<file path="config.mk">
export PLATFORM = sky130hd
export DESIGN_NAME = adc_serial_config_interface
export DESIGN_NICKNAME = d
export VERILOG_FILES = /design/src/shared/adc_cfg_pkg.sv /design/src/rtl/adc_serial_config_interface.sv
export SDC_FILE = /design/constraint.sdc
export NUM_CORES = 1
export LEC_CHECK = 0
export ABC_AREA = 1
export BUFFER_PORTS_ARGS = -buffer_cell sky130_fd_sc_hd__buf_2
export CAP_MARGIN = 20
export CORE_UTILIZATION = 51
export CTS_CLUSTER_SIZE = 24
export DETAILED_ROUTE_END_ITERATION = 8
export PLACE_DENSITY = 0.79
export SLEW_MARGIN = 20
export SYNTH_ARGS = -nofsm -noshare
export SYNTH_HDL_FRONTEND = slang
export SYNTH_SLANG_ARGS = --single-unit
</file>
<file path="constraint.sdc">
create_clock -name clk -period 1.35 [get_ports clk]
set_input_delay 0.135 -clock clk [delete_from_list [all_inputs] [get_ports clk]]
set_output_delay 0.135 -clock clk [all_outputs]
set_load 0.02 [all_outputs]
</file>
<file path="src/shared/adc_cfg_pkg.sv">
// Package for the serial configuration and result interface of the converter.
// Assumes one design clock; the shift clock, chip select and data pins are asynchronous.
package adc_cfg_pkg;

  // ==========================================================================
  // Family variants
  // ==========================================================================
  typedef enum logic [1:0] {
    VARIANT_TWO_CH,
    VARIANT_ONE_CH,
    VARIANT_SIX_CH,
    VARIANT_EIGHT_CH
  } variant_t;

  // ==========================================================================
  // Widths, lengths and counts
  // ==========================================================================
  localparam int RESULT_WIDTH = 10;
  localparam int CFG_LEN_TWO = 3;
  localparam int CFG_LEN_WIDE = 6;
  localparam int CFG_MAX = 6;
  localparam logic [2:0] CFG_CNT_RESET = 3'h0;
  localparam logic [4:0] OUT_CNT_RESET = 5'h00;
  // MSB-first word alone, and MSB-first followed by LSB-first sharing the LSB
  localparam logic [4:0] OUT_LEN_MSB_ONLY = 5'h0A;
  localparam logic [4:0] OUT_LEN_BOTH = 5'h13;

  // ==========================================================================
  // Field positions in the received word (first bit received is highest)
  // ==========================================================================
  localparam int TWO_SGL_POS = 2;
  localparam int TWO_ODD_POS = 1;
  localparam int TWO_BIT_ORDER_FLAG_POS = 0;
  localparam int WIDE_SGL_POS = 5;
  localparam int WIDE_ODD_POS = 4;
  localparam int WIDE_SEL1_POS = 3;
  localparam int WIDE_SEL0_POS = 2;
  localparam int WIDE_UNI_POS = 1;
  localparam int WIDE_BIT_ORDER_FLAG_POS = 0;
  localparam logic [1:0] SIX_UNUSED_SEL = 2'h3;

  // ==========================================================================
  // Reset values
  // ==========================================================================
  localparam logic [5:0] CFG_WORD_RESET = 6'h00;
  localparam logic [9:0] RESULT_RESET = 10'h000;

  // ==========================================================================
  // Interface states
  // ==========================================================================
  typedef enum logic [2:0] {
    ST_IDLE,
    ST_HUNT,
    ST_CONFIG,
    ST_NULL,
    ST_SHIFT,
    ST_FILL
  } link_state_t;

  // Multiplexer and conversion settings handed to the analog core
  typedef struct packed {
    logic [2:0] pos_channel;
    logic [2:0] neg_channel;
    logic neg_is_reference;
    logic polarity_mode_flag;
    logic bit_order_flag;
    logic select_unused;
  } mux_setting_t;

  localparam mux_setting_t MUX_RESET = '{
    pos_channel: 3'h0,
    neg_channel: 3'h1,
    neg_is_reference: 1'b0,
    polarity_mode_flag: 1'b1,
    bit_order_flag: 1'b0,
    select_unused: 1'b0
  };

endpackage

</file>
<file path="src/rtl/adc_serial_config_interface.sv">
// Control and serial interface logic of a 10-bit converter family.
// Assumes pins arrive asynchronous to clk; the analog core reads mux_setting and
// presents its result on result_code before the falling edge that starts driving the null bit.
//
// What this block does
// (RULE_01) Data out changes on shift-clock falling edges; data in sampled on rising edges.
// (RULE_02) Half-duplex: configuration received first, result sent afterwards.
// (RULE_03) Chip select falling starts an exchange and the start-bit search.
// (RULE_04) First one sampled after chip select falls is the start bit.
// (RULE_05) After start bit shift in 3 or 6 configuration bits, then convert.
// (RULE_06) Data input ignored after the configuration word until next exchange.
// (RULE_07) One null bit, then the conversion result on data out.
// (RULE_08) Chip select high returns the interface to idle.
// (RULE_09) Result is a 10-bit successive-approximation code.
// (RULE_10) Fixed variant: first clock pulse enables output, null bit, then result.
// (RULE_11) Fixed variant: unipolar differential, MSB-first then LSB-first.
// (RULE_12) Configuration bits set mux; positive channel measured against negative one.
// (RULE_13) Single-ended reference is ground or the common input.
// (RULE_14) Two-channel encoding by single/diff and polarity bits.
// (RULE_15) Six-channel encoding; select code 11 unused.
// (RULE_16) Eight-channel encoding; all select codes valid.
// (RULE_17) Bit-order one: MSB-first only; zero: LSB-first copy follows.
// (RULE_18) Polarity-mode one: unipolar binary; zero: bipolar two's complement.
// (RULE_19) Zeros after last bit; output disabled when chip select rises.
// (RULE_20) Tied lines: two-channel drives low on 4th falling edge after start.
// (RULE_21) Field order: sgl, odd, bit_order_flag; or sgl, odd, sel1, sel0, uni, bit_order_flag.
// (RULE_22) Unused six-channel code still completes the exchange, result zero.
// (RULE_23) Data out released while receiving start bit and configuration.
`timescale 1ns/10ps

module adc_serial_config_interface #(
  parameter adc_cfg_pkg::variant_t VARIANT = adc_cfg_pkg::VARIANT_EIGHT_CH
) (
  input wire logic clk,
  input wire logic reset,
  input wire logic chip_select_n_pin,
  input wire logic shift_clock_pin,
  input wire logic data_in_pin,
  output logic data_out,
  output logic data_out_oe,
  input wire logic [adc_cfg_pkg::RESULT_WIDTH-1:0] result_code,
  output logic conversion_start,
  output adc_cfg_pkg::mux_setting_t mux_setting
);
  import adc_cfg_pkg::*;

  // ==========================================================================
  // Functions
  // ==========================================================================

  // Length of the configuration word for this variant
  function automatic logic [2:0] cfg_length(input variant_t v);
    unique case (v)
      VARIANT_TWO_CH: cfg_length = 3'(CFG_LEN_TWO);
      VARIANT_ONE_CH: cfg_length = 3'h0;
      VARIANT_SIX_CH: cfg_length = 3'(CFG_LEN_WIDE);
      VARIANT_EIGHT_CH: cfg_length = 3'(CFG_LEN_WIDE);
    endcase
  endfunction

  // Turn a received configuration word into the multiplexer setting
  function automatic mux_setting_t decode_cfg(input variant_t v, input logic [5:0] w);
    mux_setting_t s;
    logic [1:0] sel;
    logic sgl;
    logic odd;
    s = MUX_RESET;
    sel = 2'h0;
    sgl = 1'b0;
    odd = 1'b0;
    unique case (v)
      VARIANT_TWO_CH: begin
        sgl = w[TWO_SGL_POS];
        odd = w[TWO_ODD_POS];
        s.polarity_mode_flag = 1'b1;
        s.bit_order_flag = w[TWO_BIT_ORDER_FLAG_POS];
      end
      VARIANT_ONE_CH: begin
        // Fixed: channel 0 positive, channel 1 negative, both orders sent
        sgl = 1'b0; // RULE_11
        odd = 1'b0;
        s.polarity_mode_flag = 1'b1; // RULE_11
        s.bit_order_flag = 1'b0; // RULE_11
      end
      default: begin
        sgl = w[WIDE_SGL_POS]; // RULE_21
        odd = w[WIDE_ODD_POS];
        sel = {w[WIDE_SEL1_POS], w[WIDE_SEL0_POS]};
        s.polarity_mode_flag = w[WIDE_UNI_POS]; // RULE_18
        s.bit_order_flag = w[WIDE_BIT_ORDER_FLAG_POS];
      end
    endcase
    // Pair base from select bits; polarity bit picks sign or odd channel
    s.pos_channel = {sel, odd}; // RULE_12 RULE_14 RULE_15 RULE_16
    s.neg_channel = {sel, ~odd}; // RULE_12
    // Single-ended: negative side is ground (two-channel) or the common input
    s.neg_is_reference = sgl; // RULE_13
    s.select_unused = (v == VARIANT_SIX_CH) && (sel == SIX_UNUSED_SEL); // RULE_15 RULE_22
    return s;
  endfunction

  // Bit to send at position k of the output sequence
  function automatic logic result_bit(input logic [9:0] r, input logic [4:0] k);
    logic [4:0] idx;
    idx = 5'h00;
    if (k < OUT_LEN_MSB_ONLY) begin
      idx = 5'(RESULT_WIDTH - 1) - k; // MSB-first part
    end else begin
      idx = k - 5'(RESULT_WIDTH - 1); // LSB-first copy, LSB shared
    end
    return r[idx[3:0]];
  endfunction

  // ==========================================================================
  // Pin synchronisers
  // ==========================================================================
  logic cs_n_meta_reg;
  logic cs_n_sync_reg;
  logic sclk_meta_reg;
  logic sclk_sync_reg;
  logic sclk_prev_reg;
  logic din_meta_reg;
  logic din_sync_reg;
  logic sclk_rise;
  logic sclk_fall;

  // Two flops per pin; logic uses the second stage, plus a third shift-clock flop for edge detection
  always_ff @(posedge clk) begin
    if (reset) begin
      cs_n_meta_reg <= 1'b1;
      cs_n_sync_reg <= 1'b1;
      sclk_meta_reg <= 1'b0;
      sclk_sync_reg <= 1'b0;
      sclk_prev_reg <= 1'b0;
      din_meta_reg <= 1'b0;
      din_sync_reg <= 1'b0;
    end else begin
      cs_n_meta_reg <= chip_select_n_pin;
      cs_n_sync_reg <= cs_n_meta_reg;
      sclk_meta_reg <= shift_clock_pin;
      sclk_sync_reg <= sclk_meta_reg;
      sclk_prev_reg <= sclk_sync_reg;
      din_meta_reg <= data_in_pin;
      din_sync_reg <= din_meta_reg;
    end
  end

  // Edge detection on the synchronised shift clock
  assign sclk_rise = sclk_sync_reg & ~sclk_prev_reg; // RULE_01
  assign sclk_fall = ~sclk_sync_reg & sclk_prev_reg; // RULE_01

  // ==========================================================================
  // Exchange sequencer
  // ==========================================================================
  link_state_t state_reg;
  link_state_t state_next;
  logic [5:0] cfg_word_reg;
  logic [5:0] cfg_word_next;
  logic [2:0] cfg_cnt_reg;
  logic [2:0] cfg_cnt_next;
  logic [4:0] out_cnt_reg;
  logic [4:0] out_cnt_next;
  logic [4:0] out_len_reg;
  logic [4:0] out_len_next;
  logic [9:0] result_reg;
  logic [9:0] result_next;
  mux_setting_t mux_reg;
  mux_setting_t mux_next;
  logic start_reg;
  logic start_next;
  logic dout_reg;
  logic dout_next;
  logic oe_reg;
  logic oe_next;
  mux_setting_t decoded;

  // Decode of the word including the bit arriving now, for the final rising edge
  assign decoded = decode_cfg(VARIANT, {cfg_word_reg[4:0], din_sync_reg});

  // Next-state logic of the whole exchange
  always_comb begin
    state_next = state_reg;
    cfg_word_next = cfg_word_reg;
    cfg_cnt_next = cfg_cnt_reg;
    out_cnt_next = out_cnt_reg;
    out_len_next = out_len_reg;
    result_next = result_reg;
    mux_next = mux_reg;
    start_next = 1'b0;
    dout_next = dout_reg;
    oe_next = oe_reg;
    if (cs_n_sync_reg) begin
      // Chip select high: back to idle, output released
      state_next = ST_IDLE; // RULE_08
      oe_next = 1'b0; // RULE_19
      dout_next = 1'b0;
      cfg_cnt_next = CFG_CNT_RESET;
      out_cnt_next = OUT_CNT_RESET;
    end else begin
      unique case (state_reg)
        ST_IDLE: begin
          // Chip select has fallen: look for the start bit
          state_next = ST_HUNT; // RULE_03
          cfg_word_next = CFG_WORD_RESET;
        end
        ST_HUNT: begin
          if (sclk_rise) begin
            if (VARIANT == VARIANT_ONE_CH) begin
              // First clock pulse arms the output without any input word
              mux_next = decode_cfg(VARIANT, CFG_WORD_RESET); // RULE_10 RULE_11
              start_next = 1'b1;
              state_next = ST_NULL; // RULE_10
            end else if (din_sync_reg) begin
              state_next = ST_CONFIG; // RULE_04
            end
          end
        end
        ST_CONFIG: begin
          // Output stays released while the word comes in
          oe_next = 1'b0; // RULE_23 RULE_02
          if (sclk_rise) begin
            cfg_word_next = {cfg_word_reg[4:0], din_sync_reg}; // RULE_05
            cfg_cnt_next = cfg_cnt_reg + 3'h1;
            if (cfg_cnt_reg + 3'h1 == cfg_length(VARIANT)) begin
              mux_next = decoded; // RULE_12
              start_next = 1'b1; // RULE_05
              state_next = ST_NULL;
            end
          end
        end
        ST_NULL: begin
          // First falling edge after the word: drive the null bit low
          if (sclk_fall) begin
            oe_next = 1'b1; // RULE_20 RULE_07
            dout_next = 1'b0; // RULE_07
            // Unused code completes timing with a zero result
            result_next = mux_reg.select_unused ? RESULT_RESET : result_code; // RULE_22 RULE_09
            out_len_next = mux_reg.bit_order_flag ? OUT_LEN_MSB_ONLY : OUT_LEN_BOTH; // RULE_17
            out_cnt_next = OUT_CNT_RESET;
            state_next = ST_SHIFT;
          end
        end
        ST_SHIFT: begin
          // Result bits change on falling edges; data input ignored
          if (sclk_fall) begin
            dout_next = result_bit(result_reg, out_cnt_reg); // RULE_01 RULE_06
            out_cnt_next = out_cnt_reg + 5'h01;
            if (out_cnt_reg + 5'h01 == out_len_reg) begin
              state_next = ST_FILL;
            end
          end
        end
        ST_FILL: begin
          // Zeros for as long as chip select stays low
          if (sclk_fall) begin
            dout_next = 1'b0; // RULE_19
          end
        end
        default: state_next = ST_IDLE;
      endcase
    end
  end

  // Registers of the sequencer
  always_ff @(posedge clk) begin
    if (reset) begin
      state_reg <= ST_IDLE;
      cfg_word_reg <= CFG_WORD_RESET;
      cfg_cnt_reg <= CFG_CNT_RESET;
      out_cnt_reg <= OUT_CNT_RESET;
      out_len_reg <= OUT_LEN_BOTH;
      result_reg <= RESULT_RESET;
      mux_reg <= MUX_RESET;
      start_reg <= 1'b0;
      dout_reg <= 1'b0;
      oe_reg <= 1'b0;
    end else begin
      state_reg <= state_next;
      cfg_word_reg <= cfg_word_next;
      cfg_cnt_reg <= cfg_cnt_next;
      out_cnt_reg <= out_cnt_next;
      out_len_reg <= out_len_next;
      result_reg <= result_next;
      mux_reg <= mux_next;
      start_reg <= start_next;
      dout_reg <= dout_next;
      oe_reg <= oe_next;
    end
  end

  // ==========================================================================
  // Outputs
  // ==========================================================================
  assign data_out = dout_reg;
  assign data_out_oe = oe_reg;
  assign conversion_start = start_reg;
  assign mux_setting = mux_reg;

endmodule // adc_serial_config_interface

</file>
==> results of run 1 <==
## timing repair
item	4_1_cts	5_1_grt
setup buffers	2	4
hold buffers	0	0
resized for setup	20	36
endpoints found under the hold margin	0	0
pin swaps	3	10
setup endpoints to repair	5	30
## routing by layer
layer	wire length, um	up-vias
met5	0	-
met4	79	0
met3	153	10
met2	2460	35
met1	1980	938
li1	-	1088
## power by group through the flow
stage	sequential [mW]	clock, mW	combinational, mW
after floorplan	1.37	0	0.0491
after global placement	1.37	0	0.0813
after detailed placement	1.38	0	0.0831
after CTS	1.34	0.860	0.0840
after global routing	1.34	0.920	0.105
final	1.34	0.845	0.0946
## worst paths after layout
check,start,slack (ns),to,cells past startpoint
min reg2reg,sclk_meta_reg$_SDFF_PP0_,0.40,sclk_sync_reg$_SDFF_PP0_,2
max,out_cnt_reg[1]$_SDFFE_PP0P_,-0.07,state_reg[1]$_SDFFE_PP0P_,12
max reg2reg,out_cnt_reg[1]$_SDFFE_PP0P_,-0.07,state_reg[1]$_SDFFE_PP0P_,12
min,chip_select_n_pin,0.02,cs_n_meta_reg$_SDFF_PP1_,2
## metrics by stage
step / TNS, ns / utilization (%) / power (mW) / cells / cell area (um2)
after floorplan: -0.00426 / - / 1.42 / 312 / 2200
after global placement: -0.172 / 62.8 / 1.46 / 405 / 2530
after detailed placement: -0.361 / 62.8 / 1.46 / 405 / 2530
after CTS: -0.218 / 66.6 / 2.29 / 415 / 2680
after global routing: -1.70 / 70.0 / 2.37 / 419 / 2820
final: -0.270 / 70.0 / 2.28 / 419 / 2820
## kinds of logic after synthesis
family	Yosys count	synth area share [%]
AO/OA/AOI/OAI	49	11.9
XOR/XNOR	2	0.808
adder cells (fa/ha/maj)	7	4.04
buffers and inverters	46	9.00
flip-flops	45	41.5
other	1	0.173
AND/OR/NAND/NOR	162	32.5
## final cells by class
class                   count  area share [%]
well taps                  50            2.22
clock buffers               5            2.44
multi-input cells         221            43.5
clock inverters             3           0.754
inverters                  38            5.59
flip-flops and latches     45            32.5
repair buffers             57            13.0
## cells in the final DEF, fill, tap and decap left out, drive strengths merged, types with 2 or more instances in the layout
master,n
a21oi,22
buf,57
clkbuf,5
dfxtp,45
ha,7
inv,39
nand2,74
nand3,21
nand3b,2
nor2,62
o21ai,24
or2,2
## worst register-to-register path, cell delays in order, from the launching register on
cell	delay, ns
dfxtp_4	0.40
ha_2	0.21
inv_1	0.04
nand2_1	0.05
nand2_1	0.06
nor2_1	0.08
nand2_1	0.06
nor2_1	0.09
nand2_1	0.07
nand2_2	0.09
nand3b_1	0.08
nand2_1	0.07
nor2_1	0.03
==> run_results.csv, run 1 <==
group,metric,value,unit
outcome,status,"finished, violations left",
outcome,violations,"setup timing",
timing,skew,0.00233,ns
clocking,root_buffer,"clkbuf_8",
route,ant_nets,0,
clocking,cts_tree,"yes",
power,combinationalPowerShare,4.1,%
timing,hold_violations,0,
clocking,clk_pin_slew,0.09,ns
critical_path,path_buf_inv,1,
critical_path,crit_top_cell,"nand2_1",
synthesis,syn_area_per_cell,6.95,um2
power,seq_power_share,58.8,%
die,initial_core_util,53.8,%
placement,post-place-ws,-0.147,ns
timing,postLayoutSetupSlackWorst,-0.0741,ns
clocking,cts_sinks,45,
global_routing,grt_pass1_wl,7650,um
power,switching_share,23.6,%
global_routing,use_met1,24.0,%
route,detailedRoute.firstPassIterationCount,5,
global_routing,grt_pass1_vias,1883,
die,rows,23,
timing,whs,0.0188,ns
die,core-area,0.00403,mm2
die,io_pins,28,
power,ir_drop,0.845,mV
timing,slew_viol_final,0,
timing,rsz0062_at_grt,"yes",
die,die_h,67.2,um
synthesis,synth_ff_type,"dfxtp_1",
timing,fmax,702,MHz
route,drtIter0Drc,128,
critical_path,crit_required,1.55,ns
job,maxCapViolations,0,
synthesis,synth_area_leaders,"dfxtp_1, nand2_1, nor2_1",
route,vias,2071,
synthesis,ys_ff_latch,45,
power,p_int,1.74,mW
critical_path,worstSetupEndpointType,"register",
power,power_density,809,mW/mm2
synthesis,postSynthCellCount,312,
synthesis,synth_top_area_share,41.5,%
route,postRouteWirelength,4680,um
synthesis,synth_area,0.00217,mm2
critical_path,critPathKind,"register to register",
final_layout,fillCellCount,334,
placement,dpl.hpwl,3330,um
clocking,clkLatencyLatePin,0.30,ns
critical_path,cp-start-kind,"register",
power,power.share.clock,37.0,%
final_layout,largest_register_ffs,10,
critical_path,crit_fanout,5,
route,post-route-drc-count,0,
global_routing,met2_usage,43.4,%
final_layout,regArea,917,um2
synthesis,synth_edf_count,0,
critical_path,cp_slowest_cell,"dfxtp_4",
power,p_sw,0.539,mW
placement,portBuffers,26,
synthesis,synth_nets,334,
timing,min_period_over_period,105,%
final_layout,n_antenna_cell,0,
placement,place.gp.congestion,0.837,
synthesis,yosysWarnings,0,
synthesis,yosys-top-cells-count,"nand2_1, nor2_1, dfxtp_1",
global_routing,gr-max-usage-layer,"met2",
synthesis,yosysMostFrequentCell,"nand2_1",
synthesis,synth.distinct_cells,30,
global_routing,track_usage,22.6,%
critical_path,crit_chain,"ha_2 > inv_1 > nand2_1 > nand2_1 > nor2_1 > nand2_1 > nor2_1 > nand2_1 > nand2_2 > nand3b_1 > nand2_1 > nor2_1",
synthesis,async_flop_share,0,%
min_path,min_path_type,"input port to register",
final_layout,area_delta_synth_final,30.1,%
global_routing,gr-usage-met3,5.57,%
global_routing,gr-total-overflow,0,
final_layout,drive_gt1_share,32.8,%
die,die_x,67.2,um
route,vias_per_cell,4.94,
critical_path,arrival,1.62,ns
critical_path,cp_top_family,"simple AND/OR/NAND/NOR gates",
timing,setup_viol,7,
clocking,htreeDepth,2,
synthesis,ys_seq_area_share,41.5,%
final_layout,finalNetCount,390,
synthesis,synth_top_area_cell,"dfxtp_1",
final_layout,multi_input_area,0.00123,mm2
global_routing,grt_max_degree,16,
route,wl_per_cell,11.2,um
global_routing,antenna_found_initial,0,
timing,period_needed,1.42,ns
clocking,numCtsBuffers,5,
die,dieArea,0.00452,mm2
critical_path,critical_path.max_stage_delay,0.40,ns
clocking,clockBufferDepth,2,
power,p_leak,1.34,nW
(Power assumes the default switching activity.)
==> run 2: changes to the inputs <==
--- a/config.mk
+++ b/config.mk
@@ -5,7 +5,6 @@
 export SDC_FILE = /design/constraint.sdc
 export NUM_CORES = 1
 export LEC_CHECK = 0
-export ABC_AREA = 1
 export BUFFER_PORTS_ARGS = -buffer_cell sky130_fd_sc_hd__buf_2
 export CAP_MARGIN = 20
 export CORE_UTILIZATION = 51
==> run 2 against run 1 <==
The flow still finishes with violations (setup timing). Sequential cell count unchanged. Area after synthesis down 2.6%. Sequential share of layout area down 3.2 points. Final cell count down 16%.
==> run_results.csv, run 2 <==
group,metric,value,unit
global_routing,track_usage,26.6,%
clocking,cts_sinks,45,
route,wl_per_cell,19.3,um
final_layout,multi_input_area,0.00140,mm2
critical_path,crit_required,1.55,ns
synthesis,ys_ff_latch,45,
synthesis,ys_seq_area_share,42.7,%
die,die_h,66.4,um
clocking,clockBufferDepth,2,
final_layout,mostFrequentLayoutCells,"buf_4, dfxtp_1, nor2_1",
clocking,numCtsBuffers,5,
final_layout,finalNetCount,323,
clocking,cts_tree,"yes",
synthesis,synth_top_area_cell,"dfxtp_1",
final_layout,area_delta_synth_final,49.0,%
route,drtIter0Drc,181,
synthesis,yosysMostFrequentCell,"dfxtp_1",
timing,fmax,552,MHz
critical_path,crit_fanout,2,
synthesis,postSynthCellCount,225,
final_layout,n_antenna_cell,0,
placement,place.gp.congestion,0.865,
power,power_density,760,mW/mm2
clocking,root_buffer,"clkbuf_8",
power,p_leak,1.28,nW
power,combinationalPowerShare,4.8,%
timing,setup_viol,31,
timing,slew_viol_final,0,
power,ir_drop,0.979,mV
route,ant_nets,0,
clocking,htreeDepth,2,
min_path,whs_path_depth,2,
critical_path,worstSetupEndpointType,"register",
power,switching_share,25.6,%
synthesis,syn_area_per_cell,9.39,um2
synthesis,synth_area_leaders,"dfxtp_1, mux2i_1, nor2_1",
die,dieArea,0.00440,mm2
global_routing,antenna_found_initial,0,
die,die_x,66.4,um
power,p_int,1.78,mW
synthesis,synth_edf_count,0,
critical_path,arrival,2.01,ns
die,rows,23,
global_routing,gr-total-overflow,0,
synthesis,synth_top_area_share,42.7,%
critical_path,cp-start-kind,"register",
final_layout,fillCellCount,212,
power,p_sw,0.613,mW
final_layout,regArea,923,um2
placement,place_area,0.00255,mm2
outcome,violations,"setup timing",
die,initial_core_util,52.8,%
timing,period_needed,1.81,ns
route,detailedRoute.firstPassIterationCount,4,
global_routing,grt_max_degree,33,
timing,min_period_over_period,134,%
min_path,min_path_type,"input port to register",
synthesis,synth_area,0.00211,mm2
job,maxCapViolations,0,
timing,skew,0.00807,ns
synthesis,synth_ff_type,"dfxtp_1",
final_layout,layout_commonest_cell,"buf_4",
die,io_pins,28,
final_layout,drive_gt1_share,52.3,%
timing,tns,-4.45,ns
placement,post-place-ws,-0.388,ns
timing,whs,0.0293,ns
critical_path,critPathKind,"register to register",
placement,dpl.hpwl,3130,um
clocking,clk_pin_slew,0.10,ns
route,vias,2035,
timing,hold_violations,0,
die,core-area,0.00400,mm2
power,seq_power_share,56.1,%
global_routing,grt_pass1_vias,1847,
final_layout,post-route-cell-area,0.00315,mm2
synthesis,yosysWarnings,0,
outcome,status,"finished, violations left",
route,vias_per_cell,5.78,
global_routing,grt_pass1_wl,8770,um
clocking,clkLatencyLatePin,0.31,ns
critical_path,r2r_cells,8,
route,postRouteWirelength,6790,um
final_layout,final_util,78.7,%
timing,rsz0062_at_grt,"yes",
placement,portBuffers,26,
synthesis,synth.distinct_cells,51,
route,post-route-drc-count,0,
final_layout,largest_register_ffs,10,
timing,postLayoutSetupSlackWorst,-0.461,ns
power,power.share.clock,39.2,%
synthesis,yosys-top-cells-count,"dfxtp_1, nor2_1, mux2i_1",
synthesis,async_flop_share,0,%
synthesis,synth_nets,247,
[run 2: changes by cell type in the layout (fill, tap and decap cells not counted), moves of 12 or more]
cell | previous run | this run
inv_1 | 27 | 4
mux2i_1 | 0 | 16
o21ai_0 | 17 | 5
buf_6 | 1 | 14
nor2_1 | 51 | 28
nand3_1 | 18 | 1
nand2_1 | 65 | 5
a21oi_1 | 22 | 6
[run 2: final timing paths]
kind / start / end / slack, ns
setup / recovery: out_cnt_reg[2]$_SDFFE_PP0P_ / data_out$_SDFFE_PP0P_ / -0.46
hold / removal: shift_clock_pin / sclk_meta_reg$_SDFF_PP0_ / 0.03
hold reg to reg: cs_n_meta_reg$_SDFF_PP1_ / cs_n_sync_reg$_SDFF_PP1_ / 0.45
setup reg to reg: out_cnt_reg[2]$_SDFFE_PP0P_ / data_out$_SDFFE_PP0P_ / -0.46
[run 2: critical path, stage by stage (launching register included)]
cell and delay [ns]:
dfxtp_4 0.38, inv_4 0.07, ha_4 0.13, inv_2 0.04, a21oi_4 0.18, buf_4 0.14, mux2_2 0.36, mux2i_1 0.13
o41ai_1 0.28
[run 2: power groups by stage]
stage | clock network, mW | registers [mW] | logic, mW
after global routing | 1.01 | 1.34 | 0.123
after CTS | 0.928 | 1.34 | 0.0926
final | 0.937 | 1.34 | 0.114
after global placement | 0 | 1.37 | 0.0801
after detailed placement | 0 | 1.37 | 0.0813
after floorplan | 0 | 1.37 | 0.0417
[run 2: per-stage QoR]
stage	instances	total power, mW
6_report	352	2.39
5_1_grt	352	2.48
4_1_cts	343	2.36
3_5_place_dp	319	1.45
3_3_place_gp	319	1.45
2_1_floorplan	225	1.41
[run 2: logic make-up after synthesis]
| group | after synthesis | share of synthesized area [%] |
|---|---|---|
| xor gates and xnor gates | 8 | 3.32 |
| muxes | 21 | 11.4 |
| DFF | 45 | 42.7 |
| AOI/OAI and AO/OA | 42 | 12.6 |
| and+or+nand+nor | 80 | 20.4 |
| buffers and inverters | 21 | 5.33 |
| adders and majority gates | 7 | 4.15 |
| other | 1 | 0.178 |
[run 2: layout make-up]
cell class                 instances  area share [%]
multi-input combinational        160            44.5
sequential                        45            29.3
timing repair buffer              82            20.2
clock buffer                       5            2.19
inverter                           7           0.915
tap                               50            1.99
clock inverter                     3           0.915
[run 2: what timing repair did]
item / 4_1_cts / 5_1_grt
gates cloned: 2 / 0
buffers inserted: 14 / 9
hold buffers: 0 / 1
pin swaps: 10 / 30
endpoints found under the setup margin: 31 / 35
resized for setup: 34 / 49
endpoints found under the hold margin: 0 / 1
[run 2: routing by layer]
metal | global-route usage, % | routed length [um] | vias to the layer above
met4 | 11.7 | 221 | 0
li1 | - | - | 924
met5 | 0 | 0 | -
met1 | 34.0 | 2680 | 983
met2 | 42.6 | 3460 | 106
met3 | 6.03 | 430 | 22
